**src/logic/timers_pkg.sv**
```systemverilog
// shared constants, types and register map of the four-timer bank
package timers_pkg;

  localparam int NUM_TIMERS = 4;
  localparam int CNT_W = 16;
  localparam int ADDR_W = 8;

  // register byte offsets; each channel owns a block of CHAN_STRIDE bytes
  localparam logic [7:0] OFS_CTRL = 8'h00;
  localparam logic [7:0] OFS_REF = 8'h04;
  localparam logic [7:0] OFS_CNT = 8'h08;
  localparam logic [7:0] CHAN_STRIDE = 8'h10;
  localparam logic [7:0] OFS_STATUS = 8'h40;
  localparam logic [7:0] OFS_MASK = 8'h44;
  localparam logic [7:0] OFS_PINS = 8'h48;

  // control word field positions (match chan_cfg_s packing)
  localparam int CTRL_EN_BIT = 0;
  localparam int CTRL_MODE_BIT = 1;
  localparam int CTRL_SRC_LSB = 2;
  localparam int CTRL_GATE_LSB = 4;
  localparam int CTRL_EDGE_LSB = 6;
  localparam int CTRL_W = 8;

  // pins register field positions
  localparam int PINS_TIN_LSB = 0;
  localparam int PINS_GATE_LSB = 4;
  localparam int PINS_OUT_LSB = 8;

  localparam logic [CNT_W-1:0] REF_RESET = 16'hffff;
  localparam int SYS16_DIV = 16;
  localparam logic [3:0] PRE_LAST = 4'(SYS16_DIV - 1);

  typedef enum logic [1:0] {
    SRC_CASCADE, SRC_SYS, SRC_SYS16, SRC_PIN
  } clk_src_e;
  typedef enum logic [1:0] {
    GATE_OFF, GATE_HOLD, GATE_RESTART, GATE_HOLD_RESTART
  } gate_mode_e;
  typedef enum logic [1:0] {
    EDGE_RISE, EDGE_FALL, EDGE_BOTH, EDGE_NONE
  } edge_e;
  typedef enum logic {OUT_PULSE, OUT_TOGGLE} out_mode_e;

  typedef struct packed {
    edge_e edge_sel;
    gate_mode_e gate;
    clk_src_e src;
    out_mode_e mode;
    logic en;
  } chan_cfg_s;

  typedef struct packed {
    logic tick;
    logic gate_open;
    logic restart;
  } chan_in_s;

  typedef struct packed {
    logic [CNT_W-1:0] cnt;
    logic out;
    logic hit;
    logic pulse_low;
  } chan_state_s;

  localparam chan_state_s CHAN_RESET = '{cnt: '0, out: 1'b1, hit: 1'b0,
                                         pulse_low: 1'b0};

  typedef struct packed {
    logic [NUM_TIMERS-1:0] tin_s1;
    logic [NUM_TIMERS-1:0] tin_s2;
    logic [NUM_TIMERS-1:0] tin_s3;
    logic [1:0] gate_s1;
    logic [1:0] gate_s2;
    logic [1:0] gate_s3;
    logic [3:0] pre;
    logic dp_wr;
    logic [ADDR_W-1:0] dp_addr;
    logic [31:0] rdata;
    logic rdy;
    logic resp;
    chan_cfg_s [NUM_TIMERS-1:0] cfg;
    logic [NUM_TIMERS-1:0][CNT_W-1:0] refv;
    logic [NUM_TIMERS-1:0] status;
    logic [NUM_TIMERS-1:0] mask;
    logic irq;
  } top_s;

  // gate pins are active low, so their synchronisers idle high
  localparam top_s TOP_RESET = '{
    gate_s1: 2'h3, gate_s2: 2'h3, gate_s3: 2'h3,
    refv: {NUM_TIMERS{REF_RESET}},
    default: '0
  };

endpackage : timers_pkg

```
**src/logic/gated_cascadable_timers.sv**
```systemverilog
// four gated, cascadable timers behind an AHB-Lite register slave
`timescale 1ns/100ps
`default_nettype none
// Contract
// - four timers, each with own output pin
// - output event when count reaches reference
// - per timer choose low pulse or toggle
// - timer output can clock next timer
// - external gate holds or restarts counting
// - gate one serves timers 1-2, two 3-4
// - clock source: cascade, sysclk, sysclk/16, pin
// - four timer input pins, selectable counting edge
module gated_cascadable_timers (
  input wire logic clk,
  input wire logic nrst,
  input wire logic hsel,
  input wire logic [31:0] haddr,
  input wire logic [1:0] htrans,
  input wire logic hwrite,
  input wire logic [2:0] hsize,
  input wire logic [31:0] hwdata,
  input wire logic hready,
  output logic hreadyout,
  output logic [31:0] hrdata,
  output logic hresp,
  input wire logic [timers_pkg::NUM_TIMERS-1:0] timer_in_pins,
  input wire logic gate_in_pair_low_n,
  input wire logic gate_in_pair_high_n,
  output logic [timers_pkg::NUM_TIMERS-1:0] timer_out_pins,
  output logic irq
);

  localparam int N = timers_pkg::NUM_TIMERS;

  // register map (byte offsets, one word each, unused bits read zero):
  //   channel n at n*16: +0 ctrl, +4 reference, +8 count (read only)
  //   ctrl bits: [0] enable, [1] toggle not pulse, [3:2] clock source,
  //   [5:4] gate use (hold, restart), [7:6] pin edge for source pin
  //   0x40 status, write one to clear; 0x44 mask; 0x48 pin levels
  // the slave never waits: hreadyout is high from the first edge after
  // reset, and a write lands at the edge that closes its data phase

  timers_pkg::top_s s_reg;
  timers_pkg::top_s s_next;
  timers_pkg::chan_in_s [N-1:0] stim;
  timers_pkg::chan_state_s [N-1:0] chan;

  // true when addr selects register ofs within a channel block, false for the shared words
  function automatic logic chan_hit(input logic [7:0] addr,
                                    input logic [7:0] ofs);
    chan_hit = (addr < timers_pkg::OFS_STATUS) && (addr[3:0] == ofs[3:0]);
  endfunction : chan_hit

  function automatic logic [31:0] read_word(
    input logic [7:0] addr,
    input timers_pkg::top_s st,
    input timers_pkg::chan_state_s [N-1:0] ch
  );
    logic [1:0] idx;
    idx = addr[5:4];
    read_word = '0;
    if (chan_hit(addr, timers_pkg::OFS_CTRL)) begin
      read_word[timers_pkg::CTRL_W-1:0] = st.cfg[idx];
    end else if (chan_hit(addr, timers_pkg::OFS_REF)) begin
      read_word[timers_pkg::CNT_W-1:0] = st.refv[idx];
    end else if (chan_hit(addr, timers_pkg::OFS_CNT)) begin
      read_word[timers_pkg::CNT_W-1:0] = ch[idx].cnt;
    end else if (addr == timers_pkg::OFS_STATUS) begin
      read_word[N-1:0] = st.status;
    end else if (addr == timers_pkg::OFS_MASK) begin
      read_word[N-1:0] = st.mask;
    end else if (addr == timers_pkg::OFS_PINS) begin
      read_word[timers_pkg::PINS_TIN_LSB +: N] = st.tin_s2;
      read_word[timers_pkg::PINS_GATE_LSB +: 2] = st.gate_s2;
      for (int i = 0; i < N; i++) begin
        read_word[timers_pkg::PINS_OUT_LSB + i] = ch[i].out;
      end
    end
  endfunction : read_word

  // data-phase write of one word; count and pins words ignore writes
  function automatic timers_pkg::top_s write_word(
    input timers_pkg::top_s st,
    input logic [7:0] addr,
    input logic [31:0] data
  );
    logic [1:0] idx;
    idx = addr[5:4];
    write_word = st;
    if (chan_hit(addr, timers_pkg::OFS_CTRL)) begin
      write_word.cfg[idx] = timers_pkg::chan_cfg_s'(
        data[timers_pkg::CTRL_W-1:0]);
    end else if (chan_hit(addr, timers_pkg::OFS_REF)) begin
      write_word.refv[idx] = data[timers_pkg::CNT_W-1:0];
    end else if (addr == timers_pkg::OFS_STATUS) begin
      write_word.status = st.status & ~data[N-1:0];
    end else if (addr == timers_pkg::OFS_MASK) begin
      write_word.mask = data[N-1:0];
    end
  endfunction : write_word

  // per-channel tick: cascade hit, every clock, prescaler strobe or pin edge
  function automatic logic pick_tick(
    input timers_pkg::chan_cfg_s c,
    input logic casc,
    input logic sys16,
    input logic rise,
    input logic fall
  );
    pick_tick = 1'b0;
    case (c.src)
      timers_pkg::SRC_CASCADE: pick_tick = casc;
      timers_pkg::SRC_SYS: pick_tick = 1'b1;
      timers_pkg::SRC_SYS16: pick_tick = sys16;
      timers_pkg::SRC_PIN: begin
        // a pin edge counts once, on the cycle after it reaches stage two
        case (c.edge_sel)
          timers_pkg::EDGE_RISE: pick_tick = rise;
          timers_pkg::EDGE_FALL: pick_tick = fall;
          timers_pkg::EDGE_BOTH: pick_tick = rise | fall;
          // no edge selected leaves a pin-clocked timer frozen
          default: pick_tick = 1'b0;
        endcase
      end
      default: pick_tick = 1'b0;
    endcase
  endfunction : pick_tick

  always_comb begin
    logic take;
    logic sys16;
    logic [N-1:0] rise;
    logic [N-1:0] fall;
    logic [1:0] gate_fall;
    logic [1:0] g;
    logic [N-1:0] hits;
    take = 1'b0;
    sys16 = 1'b0;
    rise = '0;
    fall = '0;
    gate_fall = '0;
    g = '0;
    hits = '0;
    stim = '0;
    s_next = s_reg;

    // two-stage synchronisers; stage three only remembers the last level
    s_next.tin_s1 = timer_in_pins;
    s_next.tin_s2 = s_reg.tin_s1;
    s_next.tin_s3 = s_reg.tin_s2;
    s_next.gate_s1 = {gate_in_pair_high_n, gate_in_pair_low_n};
    s_next.gate_s2 = s_reg.gate_s1;
    s_next.gate_s3 = s_reg.gate_s2;
    rise = s_reg.tin_s2 & ~s_reg.tin_s3;
    fall = ~s_reg.tin_s2 & s_reg.tin_s3;
    gate_fall = ~s_reg.gate_s2 & s_reg.gate_s3;

    // shared divide-by-sixteen strobe
    s_next.pre = s_reg.pre + 4'h1;
    sys16 = (s_reg.pre == timers_pkg::PRE_LAST);

    for (int i = 0; i < N; i++) begin
      hits[i] = chan[i].hit;
      g = s_reg.gate_s2 >> (i / 2);
      // cascade reads the registered hit, one clock behind the source timer
      stim[i].tick = pick_tick(s_reg.cfg[i], chan[(i + N - 1) % N].hit,
                               sys16, rise[i], fall[i]);
      // gate low lets counting run; its falling edge restarts
      stim[i].gate_open = !(s_reg.cfg[i].gate[0] && g[0]);
      stim[i].restart = s_reg.cfg[i].gate[1] && gate_fall[i / 2];
    end

    // AHB-Lite data phase: writes land one cycle after their address
    if (s_reg.dp_wr) begin
      s_next = write_word(s_next, s_reg.dp_addr, hwdata);
    end
    // a reference event in the clearing cycle survives the clear
    s_next.status = s_next.status | hits;
    s_next.irq = |(s_next.status & s_next.mask);

    // only NONSEQ or SEQ with hready high opens a transfer
    take = hsel && htrans[1] && hready;
    s_next.dp_wr = take && hwrite;
    s_next.rdy = 1'b1;
    s_next.resp = 1'b0;
    if (take) begin
      s_next.dp_addr = haddr[timers_pkg::ADDR_W-1:0];
    end
    // read data uses post-write state so a write then read sees new data
    if (take && !hwrite) begin
      s_next.rdata = read_word(haddr[timers_pkg::ADDR_W-1:0], s_next, chan);
    end else begin
      s_next.rdata = '0;
    end
  end

  for (genvar i = 0; i < N; i++) begin : g_chan
    timer_channel u_chan (
      .clk(clk),
      .nrst(nrst),
      .cfg(s_reg.cfg[i]),
      .ref_val(s_reg.refv[i]),
      .stim(stim[i]),
      .state(chan[i])
    );
    assign timer_out_pins[i] = chan[i].out;
  end

  always_ff @(posedge clk or negedge nrst) begin
    if (!nrst) begin
      s_reg <= timers_pkg::TOP_RESET;
    end else begin
      s_reg <= s_next;
    end
  end

  assign hreadyout = s_reg.rdy;
  assign hrdata = s_reg.rdata;
  assign hresp = s_reg.resp;
  assign irq = s_reg.irq;

endmodule : gated_cascadable_timers
`default_nettype wire

```
**src/logic/timer_channel.sv**
```systemverilog
// one 16-bit timer channel: counter, reference compare and pin shaping
`timescale 1ns/100ps
`default_nettype none
module timer_channel (
  input wire logic clk,
  input wire logic nrst,
  input wire timers_pkg::chan_cfg_s cfg,
  input wire logic [timers_pkg::CNT_W-1:0] ref_val,
  input wire timers_pkg::chan_in_s stim,
  output timers_pkg::chan_state_s state
);

  timers_pkg::chan_state_s s_reg;
  timers_pkg::chan_state_s s_next;

  always_comb begin
    s_next = s_reg;
    s_next.hit = 1'b0;
    if (!cfg.en) begin
      s_next.cnt = '0;
      s_next.pulse_low = 1'b0;
      s_next.out = 1'b1;
    end else if (stim.restart) begin
      s_next.cnt = '0;
    end else if (stim.tick && stim.gate_open) begin
      // a pulse ends on the next counted tick of this timer
      if (s_reg.pulse_low) begin
        s_next.pulse_low = 1'b0;
        s_next.out = 1'b1;
      end
      if (s_reg.cnt == ref_val) begin
        s_next.cnt = '0;
        s_next.hit = 1'b1;
        if (cfg.mode == timers_pkg::OUT_PULSE) begin
          s_next.out = 1'b0;
          s_next.pulse_low = 1'b1;
        end else begin
          s_next.out = ~s_reg.out;
        end
      end else begin
        s_next.cnt = s_reg.cnt + 16'h0001;
      end
    end
  end

  always_ff @(posedge clk or negedge nrst) begin
    if (!nrst) begin
      s_reg <= timers_pkg::CHAN_RESET;
    end else begin
      s_reg <= s_next;
    end
  end

  assign state = s_reg;

endmodule : timer_channel
`default_nettype wire

```
**config.mk**
```make
export PLATFORM = sky130hd
export DESIGN_NAME = gated_cascadable_timers
export DESIGN_NICKNAME = d
export VERILOG_FILES = /design/src/logic/timers_pkg.sv /design/src/logic/gated_cascadable_timers.sv /design/src/logic/timer_channel.sv
export SDC_FILE = /design/constraint.sdc
export NUM_CORES = 1
export LEC_CHECK = 0
export ABC_AREA = 1
export ABC_CLOCK_PERIOD_IN_PS = 1830
export BUFFER_PORTS_ARGS = -buffer_cell sky130_fd_sc_hd__clkbuf_2
export CAP_MARGIN = 5
export CORE_ASPECT_RATIO = 0.6
export CORE_MARGIN = 2
export CORE_UTILIZATION = 50
export CTS_CLUSTER_SIZE = 40
export DETAILED_ROUTE_END_ITERATION = 12
export GPL_TIMING_DRIVEN = 0
export PLACE_DENSITY = 0.71
export SLEW_MARGIN = 20
export SYNTH_ARGS = -nofsm -noshare
export SYNTH_HDL_FRONTEND = slang
export SYNTH_SLANG_ARGS = --single-unit
export TNS_END_PERCENT = 20
```
**constraint.sdc**
```tcl
create_clock -name clk -period 1.83 [get_ports clk]
set_input_delay 0.366 -clock clk [delete_from_list [all_inputs] [get_ports clk]]
set_output_delay 0.366 -clock clk [all_outputs]
set_load 0.02 [all_outputs]
```
==> impl_results.md, run 1 <==
- Max-slew violation count: 0
- Origin of the worst setup path: s_reg[147]
- Number of flops mapped to enable cells by yosys: 0
- Sw frac: a little under a third
- Ratio of cells with drive above 1 in the final layout: approximately 25%
- Max_cap viols: 0
- Dpl hpwl: between 30,000 and 40,000 um
- Reg2Reg Depth: 11
- Clk slew on worst S/H paths: approximately 60 ps
- Max FFs per register: 135
- Crit Path Category: reg -> reg
- Crit path required time: approximately 2300 ps
- I/O pins: roughly 120
- CP startpoint kind: flop
- Placed cell areas: approximately 0.014 sq mm
- DRC: 0
- H-Tree Depth: 1
- Main combinational cell family by area after synthesis: simple AND/OR/NAND/NOR gates
- Largest net degree at the start of global routing: 90
- Most frequent cells in the layout: nand2_1 (448), inv_1 (187), nand3_1 (160), dfrtp_1 (138), nand4_1 (86)
- Via density: 5.688
- Post-synthesis adder-cell area fraction: 1.198%
- GR Util met1: 49.64%
- Final TNS setup: -3238 ps
- Clk buf depth: 3
- CTS root buffer: clkbuf_16
- Count of cell types in the netlist: a little under 50
- Mux contribution to synthesized area: less than 1%
- Most common cell after layout, fill and taps aside: nand2_1
- Ys async rst share: between 90% and 100%
- Post-synthesis xor/xnor area fraction: under 10%
- Worst setup path end: hrdata[6]
- Power Total: 12,940 uW
- First-pass GRT wire length: about 68,000 um
- Worst path slowest cell: dfrtp_2
- DR WL/cell: 19.52 um
- Cell area after layout: 0.01624 sq mm
- DR vias: approximately 13,000
- Final WS setup: -241.5 ps
- Post-layout util: approximately three fifths
- Synth Flop Type: dfrtp_1
- Largest stage delay, worst path: between 400 and 500 ps
- Final worst path period need: between 2000 and 2500 ps
- R2r endpoint: hrdata[6]
- Ant diodes: 0
- Antenna violations before repair: 0
- TritonCTS clock tree: built
- Placement Setup Slack: -530.9 ps
- GPL Wtd Cong: approximately 0.97
- Clock latency on the worst-skew pair: around 540 ps
- Sequential Power Share: 45.0%
- Hold WC Path Type: in -> reg
- RSZ-0062 raised after global routing: yes
- CTS buffer count: 23
- Gr ovfl total: 0
- IO Port Bufs: 55
- Fillers: 2,367
- Die Span X: about 220 um
- CP endpoint kind: flop
- Seq cells post-synth: about 230
- Via count of the first global-routing pass: between 10,000 and 15,000
- R2r setup slk: -240 ps
- Met3 GRT Util: 6.204%
- Mapped Cells: between 1,500 and 2,000
- # clock sinks: ~230
- Worst path buffer plus inverter count: 4
- Outcome: complete, but fails checks
- Final Hold Vio Count: 0
- Net switching power: ~3900 uW
- Rows: 46
- Peak supply drop: 851.7 uV
- Critical R2R Launch: s_reg[147]
- Core Footprint: between 0.02 and 0.03 sq mm
- Final ANT Viol Nets: 0
- Top Usage Layer GRT: met1
- Final Cycle Share: 113.2%
- Met2 global-route usage: 42.18%
- Cell family with most CP delay: simple AND/OR/NAND/NOR gates
- Pwr dens: about 800 mW/mm^2
- Worst-Margin Slew: between 600 and 700 ps
- Drt total wl: 44,430 um
- Height of the chip: between 100 and 150 um
- Starting Density: 51.19%
- WP depth: 11
- Synth Area per Inst: between 7 and 8 sq um
- Detailed Routing Iterations Pass 1: 8
- Post-synthesis compound-gate area fraction: under 10%
- Clock Skew: about 15 ps
- Ys Warns: 0
- Final setup viols: 36
- Gate power share: a little under a fifth
- Arrival time worst endpoint: 2490 ps
- Die Area: between 0.02 and 0.03 sq mm
- 1st-iter DRT viols: ~1,800
- Int Pwr: 8997 uW
- Failing checks: negative setup slack
- Worst slew margin: 53.60%
- Cell Area, Synth: between 0.01 and 0.015 sq mm
- P&R area growth vs syn: 19.56%
- Clock power share: about 37%
- Synth Area in Simple Gates: 31.86%
- Layout Nets: approximately 2,000
- CP max FO: 10
- Total track usage: a little over 30%
- CP Cell Sequence: nand2_1, clkinv_2, buf_6, buf_2, nand4_1, nand3_1, nand3_1, nand3_1, nand2_1, nand2_1, inv_1
- Pleak: between 0.007 and 0.008 uW
- Sequential share of the synthesized area: 42.87%
- Fmax: 482.7 MHz
==> synthesized netlist by cell type, types with 8 or more instances <==
| library cell | count | area share, % |
|---|---|---|
| nor3_1 | 29 | 1.1 |
| and2_1 | 26 | 1.2 |
| inv_1 | 190 | 5.3 |
| buf_2 | 25 | 0.92 |
| nand4_1 | 86 | 4.0 |
| nand2_1 | 481 | 13 |
| inv_2 | 11 | 0.30 |
| a21oi_1 | 36 | 1.3 |
| xnor2_1 | 29 | 1.9 |
| clkbuf_1 | 18 | 0.50 |
| o21ai_2 | 12 | 0.77 |
| buf_4 | 42 | 2.3 |
| nor2_1 | 90 | 2.5 |
| xor2_1 | 53 | 3.4 |
| dfstp_2 | 74 | 14 |
| ha_1 | 13 | 1.2 |
| or2_2 | 8 | 0.37 |
| dfrtp_1 | 155 | 29 |
| o21ai_0 | 67 | 2.5 |
| o21ai_1 | 14 | 0.52 |
| nand3_1 | 176 | 6.5 |
| o22ai_1 | 43 | 2.0 |
==> cell families after synthesis <==
logic type,Yosys count
AO/OA/AOI/OAI,189
XOR/XNOR,82
adder cells (fa/ha/maj),13
buffers and inverters,306
flip-flops,229
multiplexers,2
other,2
AND/OR/NAND/NOR,937
==> area by class of cell <==
type | count | area, sq um | area share (%)
clock inverter | 3 | 41.29 | 0.2543
multi-input combinational | 1243 | 6969 | 42.92
clock buffer | 38 | 691.9 | 4.261
sequential | 229 | 5844 | 35.99
timing repair buffer | 99 | 733.2 | 4.515
inverter | 204 | 770.7 | 4.746
tap | 360 | 450.4 | 2.774
buffer | 100 | 737.0 | 4.538
==> power by group through the flow <==
stage | Clock, uW | Combinational (uW) | Sequential, uW
floorplan | 0 | 1330 | 5770
global placement | 0 | 1900 | 5860
detailed placement | 0 | 1950 | 5870
CTS | 4820 | 2120 | 5790
global route | 5000 | 2550 | 5850
finish | 4780 | 2340 | 5820
==> worst register-to-register path, stage by stage, from the launching register on <==
cell      delay, ps
dfrtp_2         450
nand2_1          90
clkinv_2        180
buf_6           200
buf_2           250
nand4_1         160
nand3_1         190
nand3_1         120
nand3_1         110
nand2_1          80
nand2_1          80
inv_1            50
==> routing by layer <==
| metal | wire, um | up-vias |
|---|---|---|
| met3 | 5456 | 62 |
| met1 | 20250 | 6198 |
| met5 | 0 | - |
| li1 | - | 6010 |
| met4 | 867 | 0 |
| met2 | 17850 | 675 |
==> metrics by stage <==
step           instances  hold slack (ps)
4_1_cts             2261            45.60
6_report            2276            54.14
3_5_place_dp        2193            358.3
2_1_floorplan       1776            70.41
3_3_place_gp        2191            381.0
5_1_grt             2276            58.98
==> repair_timing <==
| item | 4_1_cts | 5_1_grt |
|---|---|---|
| cloned | 2 | 2 |
| endpoints found under the setup margin | 87 | 84 |
| gates resized for setup | 102 | 105 |
| pin swaps | 22 | 38 |
| hold buffers | 7 | 0 |
| endpoints found under the hold margin | 47 | 0 |
| buffers inserted | 20 | 13 |
==> worst min path at each step <==
| stage | startpoint | to | slack (ps) | cells after the start |
|---|---|---|---|---|
| 3_3_place_gp | s_reg[155] | s_reg[153] | 380 | 0 |
| 6_report | hwrite | s_reg[147] | 50 | 3 |
| 5_1_grt | hwrite | s_reg[147] | 60 | 3 |
| 4_1_cts | hwrite | s_reg[147] | 50 | 3 |
| 2_1_floorplan | nrst | g_chan[0].u_chan.state[0] | 70 | 0 |
| 3_5_place_dp | nrst | hreadyout | 360 | 1 |
Note: power is estimated with default switching activity, not from simulation.
==> run 2, diff against run 1 <==
Settings changed: ABC_CLOCK_PERIOD_IN_PS 1830 to 1800.
Clock period 1.83 ns to 1.8 ns, I/O delays scaled along.
==> run 2 against run 1 <==
The flow still finishes with violations (negative setup slack). Register-to-register slack worse by 50 ps. Wire length is 0.57% higher. Clock skew is 2.4 ps lower. Critical endpoint unchanged. Largest cell class unchanged. Largest power group unchanged.
==> impl_results.md, run 2 (synthesis gave the netlist of run 1 again) <==
- Hold WC Path Type: in -> reg
- DRC: 0 (unchanged)
- Core Footprint: 0.02653 sq mm (unchanged)
- Crit path required time: 2220 ps (-30 ps)
- Clock power share: 36.7% (-0.2 points)
- IO Port Bufs: 55 (unchanged)
- Outcome: complete, but fails checks
- Most frequent cells in the layout: nand2_1 (446), inv_1 (186), nand3_1 (160), dfrtp_1 (140), nand4_1 (86)
- Most common cell after layout, fill and taps aside: nand2_1
- Starting Density: 51.19% (unchanged)
- # clock sinks: 229 (unchanged)
- Clock Skew: 12.15 ps (-2.375 ps)
- Ant diodes: 0 (unchanged)
- Sequential Power Share: 44.9% (about the same)
- GPL Wtd Cong: 0.9653 (unchanged)
- Detailed Routing Iterations Pass 1: 8 (unchanged)
- Via count of the first global-routing pass: 11,900 (+0.57%)
- Net switching power: 4009 uW (+1.7%)
- Via density: 5.719 (+0.56%)
- CTS buffer count: 23 (unchanged)
- Arrival time worst endpoint: 2510 ps (+20 ps)
- Final worst path period need: 2091 ps (+19.73 ps)
- Rows: 46 (unchanged)
- Largest net degree at the start of global routing: 90 (unchanged)
- Height of the chip: 131.7 um (unchanged)
- Fmax: 478.2 MHz (-0.94%)
- DR WL/cell: 19.62 um (+0.48%)
- Reg2Reg Depth: 11 (unchanged)
- P&R area growth vs syn: 20.36%
- 1st-iter DRT viols: 1,763 (-3.8%)
- Final ANT Viol Nets: 0 (unchanged)
- Gate power share: 18.4% (+0.3 points)
- R2r setup slk: -290 ps (-50 ps)
- Critical R2R Launch: s_reg[147]
- Peak supply drop: 861.0 uV (+1.1%)
- Failing checks: negative setup slack
- DR vias: 13,030 (+0.65%)
- Max FFs per register: 135 (unchanged)
- Hold Path Cell Cnt: 3 (unchanged)
- Fin Hold WS: 51.15 ps (-2.992 ps)
- Hold path endpoint: s_reg[147]
- First-pass GRT wire length: 68,380 um (+0.50%)
- Clk buf depth: 3 (unchanged)
- CTS root buffer: clkbuf_16
- Worst slew margin: 52.25% (-1.4 points)
- Clock latency on the worst-skew pair: 530 ps (about the same)
- Sw frac: 30.43% (-0.045 points)
- I/O pins: 119 (unchanged)
- Worst-Margin Slew: 716.3 ps (+20.33 ps)
- Ratio of cells with drive above 1 in the final layout: 25.39% (+0.65 points)
- Max-slew violation count: 0 (unchanged)
- Final setup viols: 45 (+25%)
- Clk slew on worst S/H paths: 60 ps (about the same)
- H-Tree Depth: 1 (unchanged)
- Int Pwr: 9166 uW (+1.9%)
- CP endpoint kind: flop
- Total track usage: 30.98% (+0.15 points)
- Antenna violations before repair: 0 (unchanged)
- Drt total wl: 44,680 um (+0.57%)
- TritonCTS clock tree: built
- Pwr dens: 806.0 mW/mm^2 (+1.1%)
- Dpl hpwl: 33,050 um (unchanged)
- Fillers: 2,351 (-0.68%)
- Pleak: 0.007779 uW (+0.31%)
- Post-layout util: 61.61% (+0.41 points)
- Final WS setup: -291.2 ps (-49.73 ps)
- Layout Nets: 1,995 (+0.10%)
- Crit Path Category: reg -> reg
- CP max FO: 10 (unchanged)
- Hold Crit Start: hwrite
- R2r endpoint: hrdata[6]
- Max_cap viols: 0 (unchanged)
- Gr ovfl total: 0 (unchanged)
- Die Span X: 216.8 um (unchanged)
- Die Area: 0.02854 sq mm (unchanged)
- CP startpoint kind: flop
- Final Hold Vio Count: 0 (unchanged)
- RSZ-0062 raised after global routing: yes
- Power Total: 13,180 uW (+1.8%)
- Final Cycle Share: 116.2% (+3.0 points)
==> run 2: changes by cell type in the layout (fill, tap and decap cells not counted), moves of 2 or more <==
cell	change
nand2_4	+3
dfrtp_1	+2
buf_6	+3
clkbuf_4	-2
dfrtp_2	-2
nand2_1	-2
o21ai_0	-2
nor2_1	-2
o22ai_2	+7
nor2_2	+2
o22ai_1	-7
==> run 2: metrics by stage <==
step | instances | cell area (sq um) | setup TNS, ps | worst slack (ps)
floorplan | 1776 | 13640 | 0 | 90.46
global placement | 2191 | 14370 | -870550 | -4216
detailed placement | 2193 | 14430 | -30280 | -560.9
CTS | 2263 | 15890 | -3079 | -173.1
global route | 2278 | 16350 | -10550 | -341.7
finish | 2278 | 16350 | -4524 | -291.2
==> run 2: what timing repair did <==
action / 4_1_cts / 5_1_grt
setup endpoints to repair: 89 / 97
setup buffers: 21 / 13
hold endpoints to repair: 47 / 0
pin swaps: 25 / 38
cloned: 3 / 2
hold buffers: 7 / 0
resized for setup: 122 / 108
==> run 2: power by group through the flow <==
| stage | combinational, uW | clock, uW | sequential, uW |
|---|---|---|---|
| after floorplan | 1350 | 0 | 5860 |
| after global placement | 1930 | 0 | 5960 |
| after detailed placement | 1990 | 0 | 5970 |
| after CTS | 2170 | 4900 | 5890 |
| after global routing | 2620 | 5090 | 5950 |
| final | 2420 | 4840 | 5920 |
==> run 2: worst max path at each step <==
stage / start / endpoint / slack, ps / depth (start not counted)
global route: s_reg[140] / hrdata[13] / -340 / 12
finish: s_reg[147] / hrdata[6] / -290 / 11
CTS: s_reg[139] / hrdata[1] / -170 / 12
floorplan: s_reg[164] / g_chan[2].u_chan.state[5] / 90 / 9
global placement: nrst / g_chan[0].u_chan.state[13] / -4220 / 1
detailed placement: s_reg[148] / g_chan[3].u_chan.state[16] / -560 / 8
==> run 2: cell type report <==
cell class / count / area [sq um] / share of cell area, %
multi-input cells: 1243 / 7049 / 43.12
flip-flops and latches: 229 / 5842 / 35.74
inverters: 204 / 770.7 / 4.715
repair buffers: 101 / 757.0 / 4.631
plain buffers: 100 / 744.5 / 4.554
clock buffers: 38 / 691.9 / 4.233
well taps: 360 / 450.4 / 2.755
clock inverters: 3 / 41.29 / 0.2526
==> run 2: critical path, stage by stage (launching register included) <==
cell and delay [ps]:
dfrtp_2 450, nand2_1 90, clkinv_2 180, buf_6 190, buf_2 260, nand4_1 160, nand3_1 200, nand3_1 130
nand3_1 110, nand2_1 80, nand2_1 80, inv_1 50
==> run 2: routing by layer <==
layer / vias to the layer above / track usage, % / share of wire (%) / routed length (um)
met1: 6185 / 49.55 / 45 / 20140
met3: 78 / 6.343 / 13 / 5646
met4: 0 / 5.936 / 2.1 / 943
li1: 5999 / - / - / -
met5: - / 0 / 0 / 0
met2: 767 / 42.61 / 40 / 17960
==> run 3, diff against run 2 <==
Settings changed: ABC_AREA 1 to 0, PLACE_DENSITY 0.71 to 0.72.
==> run 3 against run 2 <==
The run ends with design-rule violations, negative setup slack left. Global-route usage increased by 0.77 points. Combinational power increased by 43%. Critical path type unchanged. Largest cell class unchanged. Clock power increased by 8.9%. Largest power group unchanged.
==> impl_results.md, run 3 <==
- Final Hold Vio Count: 0 (unchanged)
- Net switching power: 4506 uW (+12%)
- Ant diodes: 0 (unchanged)
- CTS buffer count: 23 (unchanged)
- Sequential share of the synthesized area: 45.44% (+2.6 points)
- Post-layout util: 68.44% (+6.8 points)
- Fmax: 398.3 MHz (-17%)
- Post-synth top area share: 30.27% (+1.7 points)
- DR WL/cell: 24.70 um (+26%)
- DR vias: 11,790 (-9.5%)
- Rows: 45 (-2.2%)
- Outcome: complete, but fails checks
- P&R area growth vs syn: 34.72%
- R2r setup slk: -710 ps (-420 ps)
- Clock latency on the worst-skew pair: 540 ps (about the same)
- Sequential Area: 0.005881 sq mm (+0.66%)
- Non-filler cells, final: 1,834 (-19%)
- CTS root buffer: clkbuf_16
- # clock sinks: 229 (unchanged)
- TritonCTS clock tree: built
- Total track usage: 31.75% (+0.77 points)
- GR Util met1: 48.19% (-1.4 points)
- IO Port Bufs: 52 (-5.5%)
- Worst slew margin: 34.50% (-18 points)
- Drt total wl: 45,300 um (+1.4%)
- Count of cell types in the netlist: 77 (+57%)
- Most frequent cells in the layout: buf_4 (123), nand2_1 (111), dfrtp_1 (109), dfstp_2 (74), mux2_2 (58)
- Peak supply drop: 690.3 uV (-20%)
- Top cells by count, synth: dfrtp_1 (155), nand2_1 (123), mux2_2 (80)
- Ys Warns: 0 (unchanged)
- Met3 GRT Util: 11.02% (+4.7 points)
- CP endpoint kind: flop
- Gate power share: 23.3% (+4.9 points)
- CP startpoint kind: flop
- Crit Path Category: reg -> reg
- Height of the chip: 128.0 um (-2.8%)
- Placement Setup Slack: -1288 ps (-726.8 ps)
- DRC: 1 (+1)
- Mapped Cells: 1,261 (-28%)
- Crit path required time: 2240 ps (+20 ps)
- Max_cap viols: 0 (unchanged)
- Worst-Margin Slew: 982.6 ps (+266.3 ps)
- Failing checks: design-rule violations, negative setup slack
- CP max FO: 5 (-5)
- Top Usage Layer GRT: met1
- Die Span X: 210.7 um (-2.8%)
- Max-slew violation count: 0 (unchanged)
- Fin Hold WS: 48.74 ps (-2.410 ps)
- Dpl hpwl: 30,590 um (-7.4%)
- Starting Density: 50.80% (-0.38 points)
- Core Footprint: 0.02522 sq mm (-4.9%)
- Final ANT Viol Nets: 0 (unchanged)
- Final setup viols: 159 (+250%)
- First-pass GRT wire length: 63,790 um (-6.7%)
- Cell Area, Synth: 0.01281 sq mm (-5.6%)
- Final worst path period need: 2511 ps (+419.6 ps)
- Via density: 6.427 (+12%)
- Synth Area per Inst: 10.16 sq um (+32%)
- I/O pins: 119 (unchanged)
- Power Total: 14,920 uW (+13%)
- Ys async rst share: 100.0% (unchanged)
- Fillers: 1,800 (-23%)
- Detailed Routing Iterations Pass 1: 9 (+1)
- Ratio of cells with drive above 1 in the final layout: 46.18% (+21 points)
- Clock power share: 35.3% (-1.4 points)
- Die Area: 0.02697 sq mm (-5.5%)
- Final Cycle Share: 139.5% (+23 points)
- Sequential Power Share: 41.4% (-3.5 points)
- Pwr dens: 864.5 mW/mm^2 (+7.3%)
- GPL Wtd Cong: 0.9558 (-0.98%)
- Largest net degree at the start of global routing: 86 (-4.4%)
- Gr ovfl total: 0 (unchanged)
- RSZ-0062 raised after global routing: yes
- Synth Flop Type: dfrtp_1
- Inst Count DP: 1,660 (-24%)
- Final WS setup: -710.9 ps (-419.6 ps)
- Seq cells post-synth: 229 (unchanged)
- 1st-iter DRT viols: 1,696 (-3.8%)
- Layout Nets: 1,583 (-21%)
- Max FFs per register: 135 (unchanged)
- Synth area leaders: dfrtp_1 (30%), dfstp_2 (15%), mux2_2 (7.0%)
- Top-count cell post-synth: dfrtp_1
- Via count of the first global-routing pass: 10,420 (-12%)
- Clk slew on worst S/H paths: 70 ps (about the same)
- Pleak: 0.007306 uW (-6.1%)
- Met2 global-route usage: 44.17% (+1.6 points)
- Arrival time worst endpoint: 2960 ps (+450 ps)
- Int Pwr: 10,420 uW (+14%)
- Hold WC Path Type: in -> reg
- Clk buf depth: 3 (unchanged)
- Clock Skew: 17.27 ps (+5.123 ps)
- H-Tree Depth: 1 (unchanged)
- Antenna violations before repair: 3 (+3)
- Top cell type by total area after synthesis: dfrtp_1
- Most common cell after layout, fill and taps aside: buf_4
- Number of flops mapped to enable cells by yosys: 0 (unchanged)
- Sw frac: 30.19% (-0.24 points)
- Multi-input logic area: 0.007591 sq mm (+7.7%)
-- run 3: cell count changes in the layout (fill, tap and decap cells not counted), sizes merged, moves of 37 or more --
cell | previous run | this run
nand3 | 185 | 55
inv | 200 | 33
buf | 121 | 199
nand4 | 91 | 22
nand2 | 485 | 123
mux2 | 2 | 84
nor2 | 103 | 52
o22ai | 43 | 6
-- run 3: worst paths after layout --
check	cells after the start	end	start
min	3	s_reg[147]	hwrite
min in group asynchronous	2	g_chan[0].u_chan.state[15]	nrst
max	7	hrdata[7]	s_reg[142]
max reg2reg	7	hrdata[7]	s_reg[142]
min reg2reg	0	s_reg[153]	s_reg[155]
max in group asynchronous	4	s_reg[153]	nrst
-- run 3: critical path: stages (launching register included) --
cell and delay (ps):
dfrtp_1 410, or4bb_1 550, or3_4 430, buf_12 180, mux2_4 240, o22ai_4 70, a211o_1 320, a31oi_2 220
-- run 3: area by class of cell --
type,count,area share [%]
Buffer,90,4.406
Clock buffer,30,3.776
Clock inverter,10,0.9132
Inverter,33,0.7175
Multi-Input combinational cell,919,43.97
Sequential cell,229,34.06
Tap cell,329,2.384
Timing Repair Buffer,194,9.770
-- run 3: cells by family (layout without fill, tap and decap cells) --
| logic type | after synthesis | after routing | share of synthesized area (%) |
|---|---|---|---|
| simple gates | 442 | 443 | 18.48 |
| fa+ha+maj | 13 | 13 | 1.269 |
| buf+inv | 131 | 357 | 5.233 |
| xor+xnor | 71 | 71 | 4.853 |
| other cells | 2 | 18 | 0.05860 |
| compound gates | 265 | 266 | 13.73 |
| flops | 229 | 229 | 45.44 |
| mux | 108 | 108 | 10.94 |
-- run 3: through the flow --
step	TNS (ps)	area (sq um)
after floorplan	-17340	12960
after global placement	-930640	13640
after detailed placement	-98660	13700
after CTS	-32220	15930
after global routing	-45020	17260
final	-39640	17260
-- run 3: routing by layer --
layer | routed length [um] | part of all wire, %
met1 | 18850 | 42
met2 | 18960 | 42
met3 | 6489 | 14
met4 | 966 | 2.1
met5 | 26 | 0.057
-- run 3: power groups by stage --
| stage | clock (uW) | sequential, uW | combinational [uW] |
|---|---|---|---|
| floorplan | 0 | 5960 | 1500 |
| global placement | 0 | 6190 | 2080 |
| detailed placement | 0 | 6200 | 2140 |
| CTS | 5300 | 6170 | 2650 |
| global route | 5500 | 6210 | 3630 |
| finish | 5270 | 6180 | 3470 |
-- run 3: what timing repair did --
item	4_1_cts	5_1_grt
endpoints found under the hold margin	49	0
hold buffers	7	0
buffers inserted	62	67
resized for setup	243	209
gates cloned	3	5
setup endpoints to repair	199	232
pin swaps	99	104
